===== config.mk =====
export PLATFORM = sky130hd
export DESIGN_NAME = windowed_watchdog
export DESIGN_NICKNAME = d
export VERILOG_FILES = /design/src/wd_sync_pulse.v /design/src/windowed_watchdog.v
export VERILOG_INCLUDE_DIRS = /design/src
export SDC_FILE = /design/constraint.sdc
export NUM_CORES = 1
export LEC_CHECK = 0
export BUFFER_PORTS_ARGS = -buffer_cell sky130_fd_sc_hd__buf_2
export CORE_ASPECT_RATIO = 0.75
export CORE_MARGIN = 3
export CORE_UTILIZATION = 54
export CTS_BUF_LIST = sky130_fd_sc_hd__clkbuf_8
export DETAILED_ROUTE_END_ITERATION = 8
export GPL_TIMING_DRIVEN = 0
export PLACE_DENSITY = 0.91
export SYNTH_ARGS = -nofsm -noshare
export SYNTH_HDL_FRONTEND = slang
export SYNTH_SLANG_ARGS = --single-unit
export TNS_END_PERCENT = 1

===== constraint.sdc =====
create_clock -name MCLK -period 2.54 [get_ports MCLK]
set_input_delay 0.127 -clock MCLK [delete_from_list [all_inputs] [get_ports MCLK]]
set_output_delay 0.127 -clock MCLK [all_outputs]
set_load 0.005 [all_outputs]

===== src/windowed_watchdog_defines.vh =====
/*
  Register offsets, field positions, reset values and timing constants for the windowed watchdog.
  Assumes inclusion by bare name from the watchdog design files.
*/
`ifndef WINDOWED_WATCHDOG_DEFINES_VH
`define WINDOWED_WATCHDOG_DEFINES_VH

// ----------------------------------------------------------------
// register offsets (byte addresses)
// ----------------------------------------------------------------
`define WD_ADDR_MODE      8'h00
`define WD_ADDR_TIMEOUT   8'h04
`define WD_ADDR_FEED      8'h08
`define WD_ADDR_COUNT     8'h0C
`define WD_ADDR_CLKSEL    8'h10
`define WD_ADDR_WARN      8'h14
`define WD_ADDR_WINDOW    8'h18

// ----------------------------------------------------------------
// mode register fields
// ----------------------------------------------------------------
`define WD_MODE_EN        0
`define WD_MODE_RESET     1
`define WD_MODE_TOFLAG    2
`define WD_MODE_WARNFLAG  3
`define WD_MODE_FAULT     4
`define WD_MODE_WINEN     5

// ----------------------------------------------------------------
// reset values, feed codes and timing constants
// ----------------------------------------------------------------
`define WD_TIMEOUT_RST    24'hFFFFFF
`define WD_TIMEOUT_MIN    24'h0000FF
`define WD_WARN_RST       10'h000
`define WD_WINDOW_RST     24'hFFFFFF
`define WD_FEED_FIRST     8'hAA
`define WD_FEED_SECOND    8'h55
`define WD_PRESCALE       4
`define WD_PRESCALE_W     2

`endif


===== src/wd_sync_pulse.v =====
/*
  Carries a watchdog clock level into the MCLK domain and marks each rising edge.
  Assumes the watchdog clock is at most a quarter of MCLK.
*/
`timescale 1ns/1ps

module wd_sync_pulse
(
  // clock and reset
  input  wire MCLK,
  input  wire RSTN,
  // asynchronous level
  input  wire async_in,
  // one-cycle rising-edge mark
  output wire rise
);

  reg s1_q;
  reg s2_q;
  reg s3_q;

  always @(posedge MCLK)
  begin
    if (!RSTN)
    begin
      s1_q <= 1'b0;
      s2_q <= 1'b0;
      s3_q <= 1'b0;
    end
    else
    begin
      s1_q <= async_in;
      s2_q <= s1_q;
      s3_q <= s2_q;
    end
  end

  // edge seen only past the second stage
  assign rise = s2_q & ~s3_q;

endmodule // wd_sync_pulse


===== src/windowed_watchdog.v =====
/*
  Windowed watchdog: 24-bit down-counter behind a divide-by-4 prescaler, feed checking,
  window, warning, chip reset request and wake request.
  Assumes the oscillator clocks arrive as pins slower than MCLK/4; the reset request
  is combined with pin, power-on and brownout resets outside this block.
*/
// The strobed register port and the register offsets were decided locally.
`timescale 1ns/1ps
`include "windowed_watchdog_defines.vh"

// Notes on behaviour
// - counter reaching zero without reload forces a chip-wide reset; here only with reset mode set, otherwise an interrupt
// - in window mode a feed is valid only while count is below window value; the code also accepts count equal to it
// - warning interrupt when count equals programmed warning point
// - enable set by software only; cleared by reset or watchdog event
// - bad feed sequence is a fault: reset, or interrupt in interrupt mode
// - flag records that watchdog caused the reset; readable by software
// - 24-bit programmable counter clocked by watchdog clock divided by four
// - time-out from 256 x 4 to 2^24 x 4 periods, steps of four
// - watchdog clock selectable between internal RC and watchdog oscillator
// - in deep sleep internal RC gated off unless selected for watchdog
// - watchdog oscillator may keep running in deep sleep for wake-up
// - in power-down only the selected watchdog oscillator keeps running
// - watchdog interrupt wakes chip from deep sleep and power-down
// - watchdog reset is one of four chip reset sources
module windowed_watchdog
#(
  parameter CW = 24
)
(
  // clock and reset
  input  wire          MCLK,
  input  wire          RSTN,
  // register port
  input  wire [7:0]    ADDR,
  input  wire [31:0]   WDATA,
  input  wire          WR,
  input  wire          RD,
  output reg  [31:0]   RDATA,
  // oscillator clocks, asynchronous pins
  input  wire          INTERNAL_RC_OSCILLATOR,
  input  wire          WATCHDOG_OSCILLATOR,
  // power state from power control
  input  wire          DEEP_SLEEP,
  input  wire          POWER_DOWN,
  // reset cause of the last chip reset, held by the system through RSTN and the first cycle after it releases
  input  wire          WATCHDOG_RESET_SEEN,
  // results
  output reg           CHIP_RESET_REQ,
  output wire          WATCHDOG_IRQ,
  output wire          WAKE_REQ,
  output wire          INTERNAL_RC_OSCILLATOR_EN,
  output wire          WATCHDOG_OSCILLATOR_EN
);

  // ----------------------------------------------------------------
  // registers
  // ----------------------------------------------------------------
  reg            en_q;
  reg            reset_mode_q;
  reg            win_en_q;
  reg            running_q;
  reg            to_flag_q;
  reg            warn_flag_q;
  reg            fault_q;
  reg            wdreset_flag_q;
  reg            cause_cap_q;
  reg [CW-1:0]   timeout_q;
  reg [CW-1:0]   window_q;
  reg [9:0]      warn_q;
  reg            clksel_q;
  reg [CW-1:0]   count_q;
  reg [`WD_PRESCALE_W-1:0] pre_q;
  reg            feed_armed_q;

  wire           osc_rise;
  wire           tick;
  wire           sel_clk;
  wire           feed_wr;
  wire           feed_ok1;
  wire           feed_ok2;
  wire           feed_bad;
  wire           in_window;
  wire           valid_feed;
  wire           expire;
  wire           warn_hit;
  wire [CW-1:0]  to_wr;

  // ----------------------------------------------------------------
  // clock source
  // ----------------------------------------------------------------
  // source select mux
  assign sel_clk = clksel_q ? WATCHDOG_OSCILLATOR : INTERNAL_RC_OSCILLATOR;

  // rc gated in deep sleep unless selected
  assign INTERNAL_RC_OSCILLATOR_EN = ~POWER_DOWN & (~DEEP_SLEEP | ~clksel_q);
  // watchdog oscillator kept in deep sleep and power-down only when selected
  assign WATCHDOG_OSCILLATOR_EN = ~(DEEP_SLEEP | POWER_DOWN) | clksel_q;

  wd_sync_pulse i_wd_sync_pulse
  (
    .MCLK     (MCLK),
    .RSTN     (RSTN),
    .async_in (sel_clk),
    .rise     (osc_rise)
  );

  assign tick = osc_rise & (pre_q == (`WD_PRESCALE - 1));

  // ----------------------------------------------------------------
  // feed decode
  // ----------------------------------------------------------------
  assign feed_wr  = WR & (ADDR == `WD_ADDR_FEED);
  assign feed_ok1 = feed_wr & (WDATA[7:0] == `WD_FEED_FIRST);
  assign feed_ok2 = feed_wr & feed_armed_q & (WDATA[7:0] == `WD_FEED_SECOND);
  // broken sequence: second byte wrong, or register write between bytes
  assign feed_bad = running_q & feed_armed_q & WR & ~feed_ok2;
  // window check, off when window mode clear
  assign in_window  = ~win_en_q | (count_q <= window_q);
  assign valid_feed = feed_ok2 & in_window;
  assign expire   = running_q & tick & (count_q == {CW{1'b0}});
  assign warn_hit = running_q & (count_q == {{(CW-10){1'b0}}, warn_q});
  assign to_wr = (WDATA[CW-1:0] < `WD_TIMEOUT_MIN) ? `WD_TIMEOUT_MIN : WDATA[CW-1:0];

  // ----------------------------------------------------------------
  // counter and control
  // ----------------------------------------------------------------
  always @(posedge MCLK)
  begin
    if (!RSTN)
    begin
      en_q         <= 1'b0;
      reset_mode_q <= 1'b0;
      win_en_q     <= 1'b0;
      running_q    <= 1'b0;
      to_flag_q    <= 1'b0;
      warn_flag_q  <= 1'b0;
      fault_q      <= 1'b0;
      timeout_q    <= `WD_TIMEOUT_RST;
      window_q     <= `WD_WINDOW_RST;
      warn_q       <= `WD_WARN_RST;
      clksel_q     <= 1'b0;
      count_q      <= `WD_TIMEOUT_RST;
      pre_q        <= {`WD_PRESCALE_W{1'b0}};
      feed_armed_q <= 1'b0;
      CHIP_RESET_REQ <= 1'b0;
    end
    else
    begin
      if (osc_rise)
        pre_q <= pre_q + 1'b1;
      if (feed_ok1)
        feed_armed_q <= 1'b1;
      else if (WR)
        feed_armed_q <= 1'b0;

      if (WR && ADDR == `WD_ADDR_MODE)
      begin
        // enable and reset mode are set-only
        if (WDATA[`WD_MODE_EN])
          en_q <= 1'b1;
        if (WDATA[`WD_MODE_RESET])
          reset_mode_q <= 1'b1;
        win_en_q <= WDATA[`WD_MODE_WINEN];
      end
      if (WR && ADDR == `WD_ADDR_TIMEOUT)
        timeout_q <= to_wr;
      if (WR && ADDR == `WD_ADDR_WINDOW)
        window_q <= WDATA[CW-1:0];
      if (WR && ADDR == `WD_ADDR_WARN)
        warn_q <= WDATA[9:0];
      // clock choice frozen once running
      if (WR && ADDR == `WD_ADDR_CLKSEL && !running_q)
        clksel_q <= WDATA[0];

      // flags clear by writing one; a set in the same cycle wins
      if (WR && ADDR == `WD_ADDR_MODE && WDATA[`WD_MODE_WARNFLAG])
        warn_flag_q <= 1'b0;
      if (warn_hit)
        warn_flag_q <= 1'b1;
      if (WR && ADDR == `WD_ADDR_MODE && WDATA[`WD_MODE_TOFLAG])
        to_flag_q <= 1'b0;
      if (WR && ADDR == `WD_ADDR_MODE && WDATA[`WD_MODE_FAULT])
        fault_q <= 1'b0;

      // counting starts on first valid feed after enable
      if (en_q && valid_feed)
      begin
        running_q <= 1'b1;
        count_q   <= timeout_q;
        pre_q     <= {`WD_PRESCALE_W{1'b0}};
      end
      else if (expire || feed_bad || (feed_ok2 && !in_window))
      begin
        running_q <= 1'b0;
        en_q      <= 1'b0;
        to_flag_q <= 1'b1;
        fault_q   <= feed_bad | (feed_ok2 & ~in_window);
        if (reset_mode_q)
          CHIP_RESET_REQ <= 1'b1;
      end
      else if (running_q && tick)
        count_q <= count_q - 1'b1;
    end
  end

  always @(posedge MCLK)
  begin
    if (!RSTN)
    begin
      cause_cap_q    <= 1'b0;
      wdreset_flag_q <= 1'b0;
    end
    else
    begin
      cause_cap_q <= 1'b1;
      if (!cause_cap_q)
        wdreset_flag_q <= WATCHDOG_RESET_SEEN;
      else if (WR && ADDR == `WD_ADDR_CLKSEL && WDATA[8])
        wdreset_flag_q <= 1'b0;
    end
  end

  assign WATCHDOG_IRQ = ~reset_mode_q & (to_flag_q | fault_q) | warn_flag_q;
  // wake from deep sleep and power-down
  assign WAKE_REQ = WATCHDOG_IRQ & (DEEP_SLEEP | POWER_DOWN);

  // ----------------------------------------------------------------
  // read port
  // ----------------------------------------------------------------
  always @(posedge MCLK)
  begin
    if (!RSTN)
      RDATA <= 32'h00000000;
    else if (RD)
    begin
      case (ADDR)
        `WD_ADDR_MODE:
          RDATA <= {26'h0, win_en_q, fault_q, warn_flag_q, to_flag_q, reset_mode_q, en_q};
        `WD_ADDR_TIMEOUT:
          RDATA <= {{(32-CW){1'b0}}, timeout_q};
        `WD_ADDR_COUNT:
          RDATA <= {{(32-CW){1'b0}}, count_q};
        `WD_ADDR_CLKSEL:
          RDATA <= {23'h0, wdreset_flag_q, 7'h0, clksel_q};
        `WD_ADDR_WARN:
          RDATA <= {22'h0, warn_q};
        `WD_ADDR_WINDOW:
          RDATA <= {{(32-CW){1'b0}}, window_q};
        default:
          RDATA <= 32'h00000000;
      endcase
    end
    else
      RDATA <= 32'h00000000;
  end

endmodule // windowed_watchdog


==> reports/results.txt <==
CP startpoint kind: flip-flop
Post-Syn Area per Cell: 8.347 um^2
Clock tree buffer depth: 2
Ys Warns: 0
Post-Synthesis Cell Area: 6118 um^2
Unrepaired setup endpoints after global routing: true
First-iteration detailed-routing DRC count: 1350
Die H: 98.19 um
Total grt overflow: 0
Global route hottest layer: met2
Commonest cells after routing, fill and taps aside: nand2_1, dfxtp_1, buf_2
CTS root buf: clkbuf_8
Later-pin clock latency in the skew report: 0.46 ns
Worst min path class: in2reg
Vias in the first global route: 6206
Area leader, netlist: dfxtp_1
Final hold slack: 0.01693 ns
Die ar.: 12660 um^2
Nets: 945
Power consumption: 0.004314 W
CP Data Arrival Time: 3.24 ns
Post-synth EDFFs: 0
DRT Pass-1 Iters: 7
Cells after synthesis: 733
Register area: 2501 um^2
Antenna Cells: 0
Status: finished with violations
Clock Skews: 0.01157 ns
Core Region: 10650 um^2
Total Wirelength: 23220 um
Max Slew Vio Count: 0
Antenna viol nets, final: 0
# port buffers: 67
Setup TNS: -4.911 ns
Row cnt: 32
Max_slew headroom: 12.12%
H-tree lvl count: 4
Remaining DRCs: 0
Final setup vio count: 28
Per-cell routed wire length: 22.79 um
Fin util: 76.01%
Met2 GRT Util: 46.58%
Width of the die: 128.9 um
Post-layout minimum cycle time: 2.855 ns
Initial antenna violation count: 0
FF-to-FF path depth: 11
Reg2reg start: window_q[16]
Worst-path clk slew: 0.08 ns
Layout cells sized above 1: 26.39%
Starting Density: 57.45%
Syn-to-layout area delta: 32.31%
Most common cell after layout, fill and taps aside: nand2_1
Fraction of registers with async set/reset: 0%
Top cells by area, synth: dfxtp_1, nand2_1, ha_1
Pleak: 3.148 nW
Post-synth top area share: 40.25%
Yosys reg bits: 123
Hold path startpoint: WDATA[6]
First-pass GRT wire length: 32490 um
Distinct cells, synth: 57
Post-route worst setup slack: -0.3149 ns
Hold depth: 3
Most used DFF post-synth: dfxtp_1
CTS tree: yes
DP Wirelength: 14220 um
Crit Path Class: reg2reg
Period utilization: 112.4%
Routed vias/inst: 6.825
FF-to-FF setup slack: -0.31 ns
Area of the multi-input gates: 3772 um^2
CP Max Fanout: 10
Max VDD drop: 0.4643 mV
Met1 Resource Use GR: 45.85%
Total Routing Usage GR: 32.72%
Largest net degree at the start of global routing: 17
Fillers: 711
Number of max-cap violations: 0
GP Congestion: 1.072
Met3 GRT Util: 10.93%
Crit. End Element: flip-flop
I/O pin count: 86
Hold Fails Final Rpt: 0
Max Freq: 350.3 MHz
Worst R2R End: count_q[13]
Measured slew at the worst slew-check pin: 1.306 ns
CP required: 2.93 ns
Clk sink count: 123
Vias: 6955
WHS Endpoint: warn_q[6]
Failing checks: negative setup slack
Pwr Density: 532.9 nW/um^2
Seq/Total Area, Yosys: 40.25%
TritonCTS Buffers: 17
==> per-layer routing <==
layer | routed length, um | up-vias
li1 | - | 2945
met1 | 8834 | 3201
met2 | 9753 | 648
met3 | 3408 | 161
met4 | 1227 | 0
met5 | 0 | -
==> worst max-delay path: stages (launching register included) <==
cell	delay [ns]
dfxtp_2	0.35
inv_2	0.06
ha_4	0.26
nand4_1	0.24
nor4_4	0.45
nand2_1	0.18
nand3_2	0.16
a31oi_4	0.11
buf_8	0.24
nor4_1	0.47
nor3_1	0.12
o21ai_1	0.15
==> area by class of cell <==
class	instances	area share (%)
multi-input combinational	536	46.60
sequential	123	30.90
timing repair buffer	110	9.351
buffer	52	3.601
clock buffer	18	3.060
clock inverter	14	2.998
tap	136	2.102
inverter	30	1.391
==> stage by stage <==
step / worst slack, ns / instance area (um^2) / std cells
final: -0.3149 / 8095 / 1019
after global routing: -0.3676 / 8095 / 1019
after CTS: -0.03311 / 7606 / 1004
after detailed placement: -0.5197 / 6650 / 943
after global placement: -0.5421 / 6650 / 943
after floorplan: 0.05571 / 6145 / 740
==> report_power, final <==
part           total, W  switching (W)  internal (W)  leakage [nW]
combinational  0.000212       0.000119     0.0000930          1.93
sequential      0.00193     0.00000394       0.00193         0.982
clock           0.00217       0.000869       0.00130         0.235
==> how the worst max path moves through the flow <==
stage	end	slack, ns	from	depth (start not counted)
CTS	count_q[19]	-0.03	count_q[2]	6
finish	count_q[13]	-0.31	window_q[16]	11
floorplan	count_q[21]	0.06	count_q[7]	9
global placement	count_q[22]	-0.54	count_q[11]	9
detailed placement	count_q[3]	-0.52	count_q[11]	9
global route	count_q[13]	-0.37	window_q[16]	11
==> synthesized netlist by cell type (3+ instances only) <==
cell type  number
nand3b_1       11
or3_1           4
o31a_1          6
or2_2           4
nor4_1         23
o41ai_1         3
buf_2           3
inv_1          30
a21oi_1        25
dfxtp_1       123
o21bai_1        3
ha_1           26
a222oi_1       20
nor3_1         25
o211ai_1       33
nand4_1        10
xor2_1          5
o21ai_0        27
nor2b_1         8
buf_4           8
o21a_1          5
a21boi_0       13
nor4bb_1        4
xnor2_1        16
a22oi_1        15
mux2i_1         4
nor2_1         50
o41a_1          4
nand2_1       111
nand3_1        35
or4_1           6
clkbuf_1       40
==> flip-flops by register name (all words and copies together), names as in the netlist <==
| name | flops |
|---|---|
| RDATA | 24 |
| count_q | 24 |
| timeout_q | 24 |
| window_q | 24 |
| warn_q | 10 |
| pre_q | 2 |
| CHIP_RESET_REQ | 1 |
| cause_cap_q | 1 |
| clksel_q | 1 |
| en_q | 1 |
| fault_q | 1 |
| feed_armed_q | 1 |
| i_wd_sync_pulse.s1_q | 1 |
| i_wd_sync_pulse.s2_q | 1 |
| i_wd_sync_pulse.s3_q | 1 |
| reset_mode_q | 1 |
| running_q | 1 |
| to_flag_q | 1 |
| warn_flag_q | 1 |
| wdreset_flag_q | 1 |
| win_en_q | 1 |
==> kinds of logic (layout without fill, tap and decap cells) <==
group / count (synthesis) / in the layout / synth area share (%)
and+or+nand+nor: 307 / 307 / 24.83
AOI/OAI and AO/OA: 168 / 169 / 20.00
DFF: 123 / 123 / 40.25
buffers and inverters: 82 / 224 / 5.705
adders and majority gates: 26 / 26 / 5.317
xor gates and xnor gates: 21 / 21 / 3.006
muxes: 5 / 5 / 0.8385
other: 1 / 8 / 0.06129
==> repair_timing <==
action,4_1_cts,5_1_grt
resized for setup,48,90
hold buffers,28,0
buffers inserted,0,13
hold endpoints to repair,45,0
pin swaps,11,42
cloned,1,2
endpoints found under the setup margin,29,29
No activity file was read; power rests on OpenSTA's default activity.
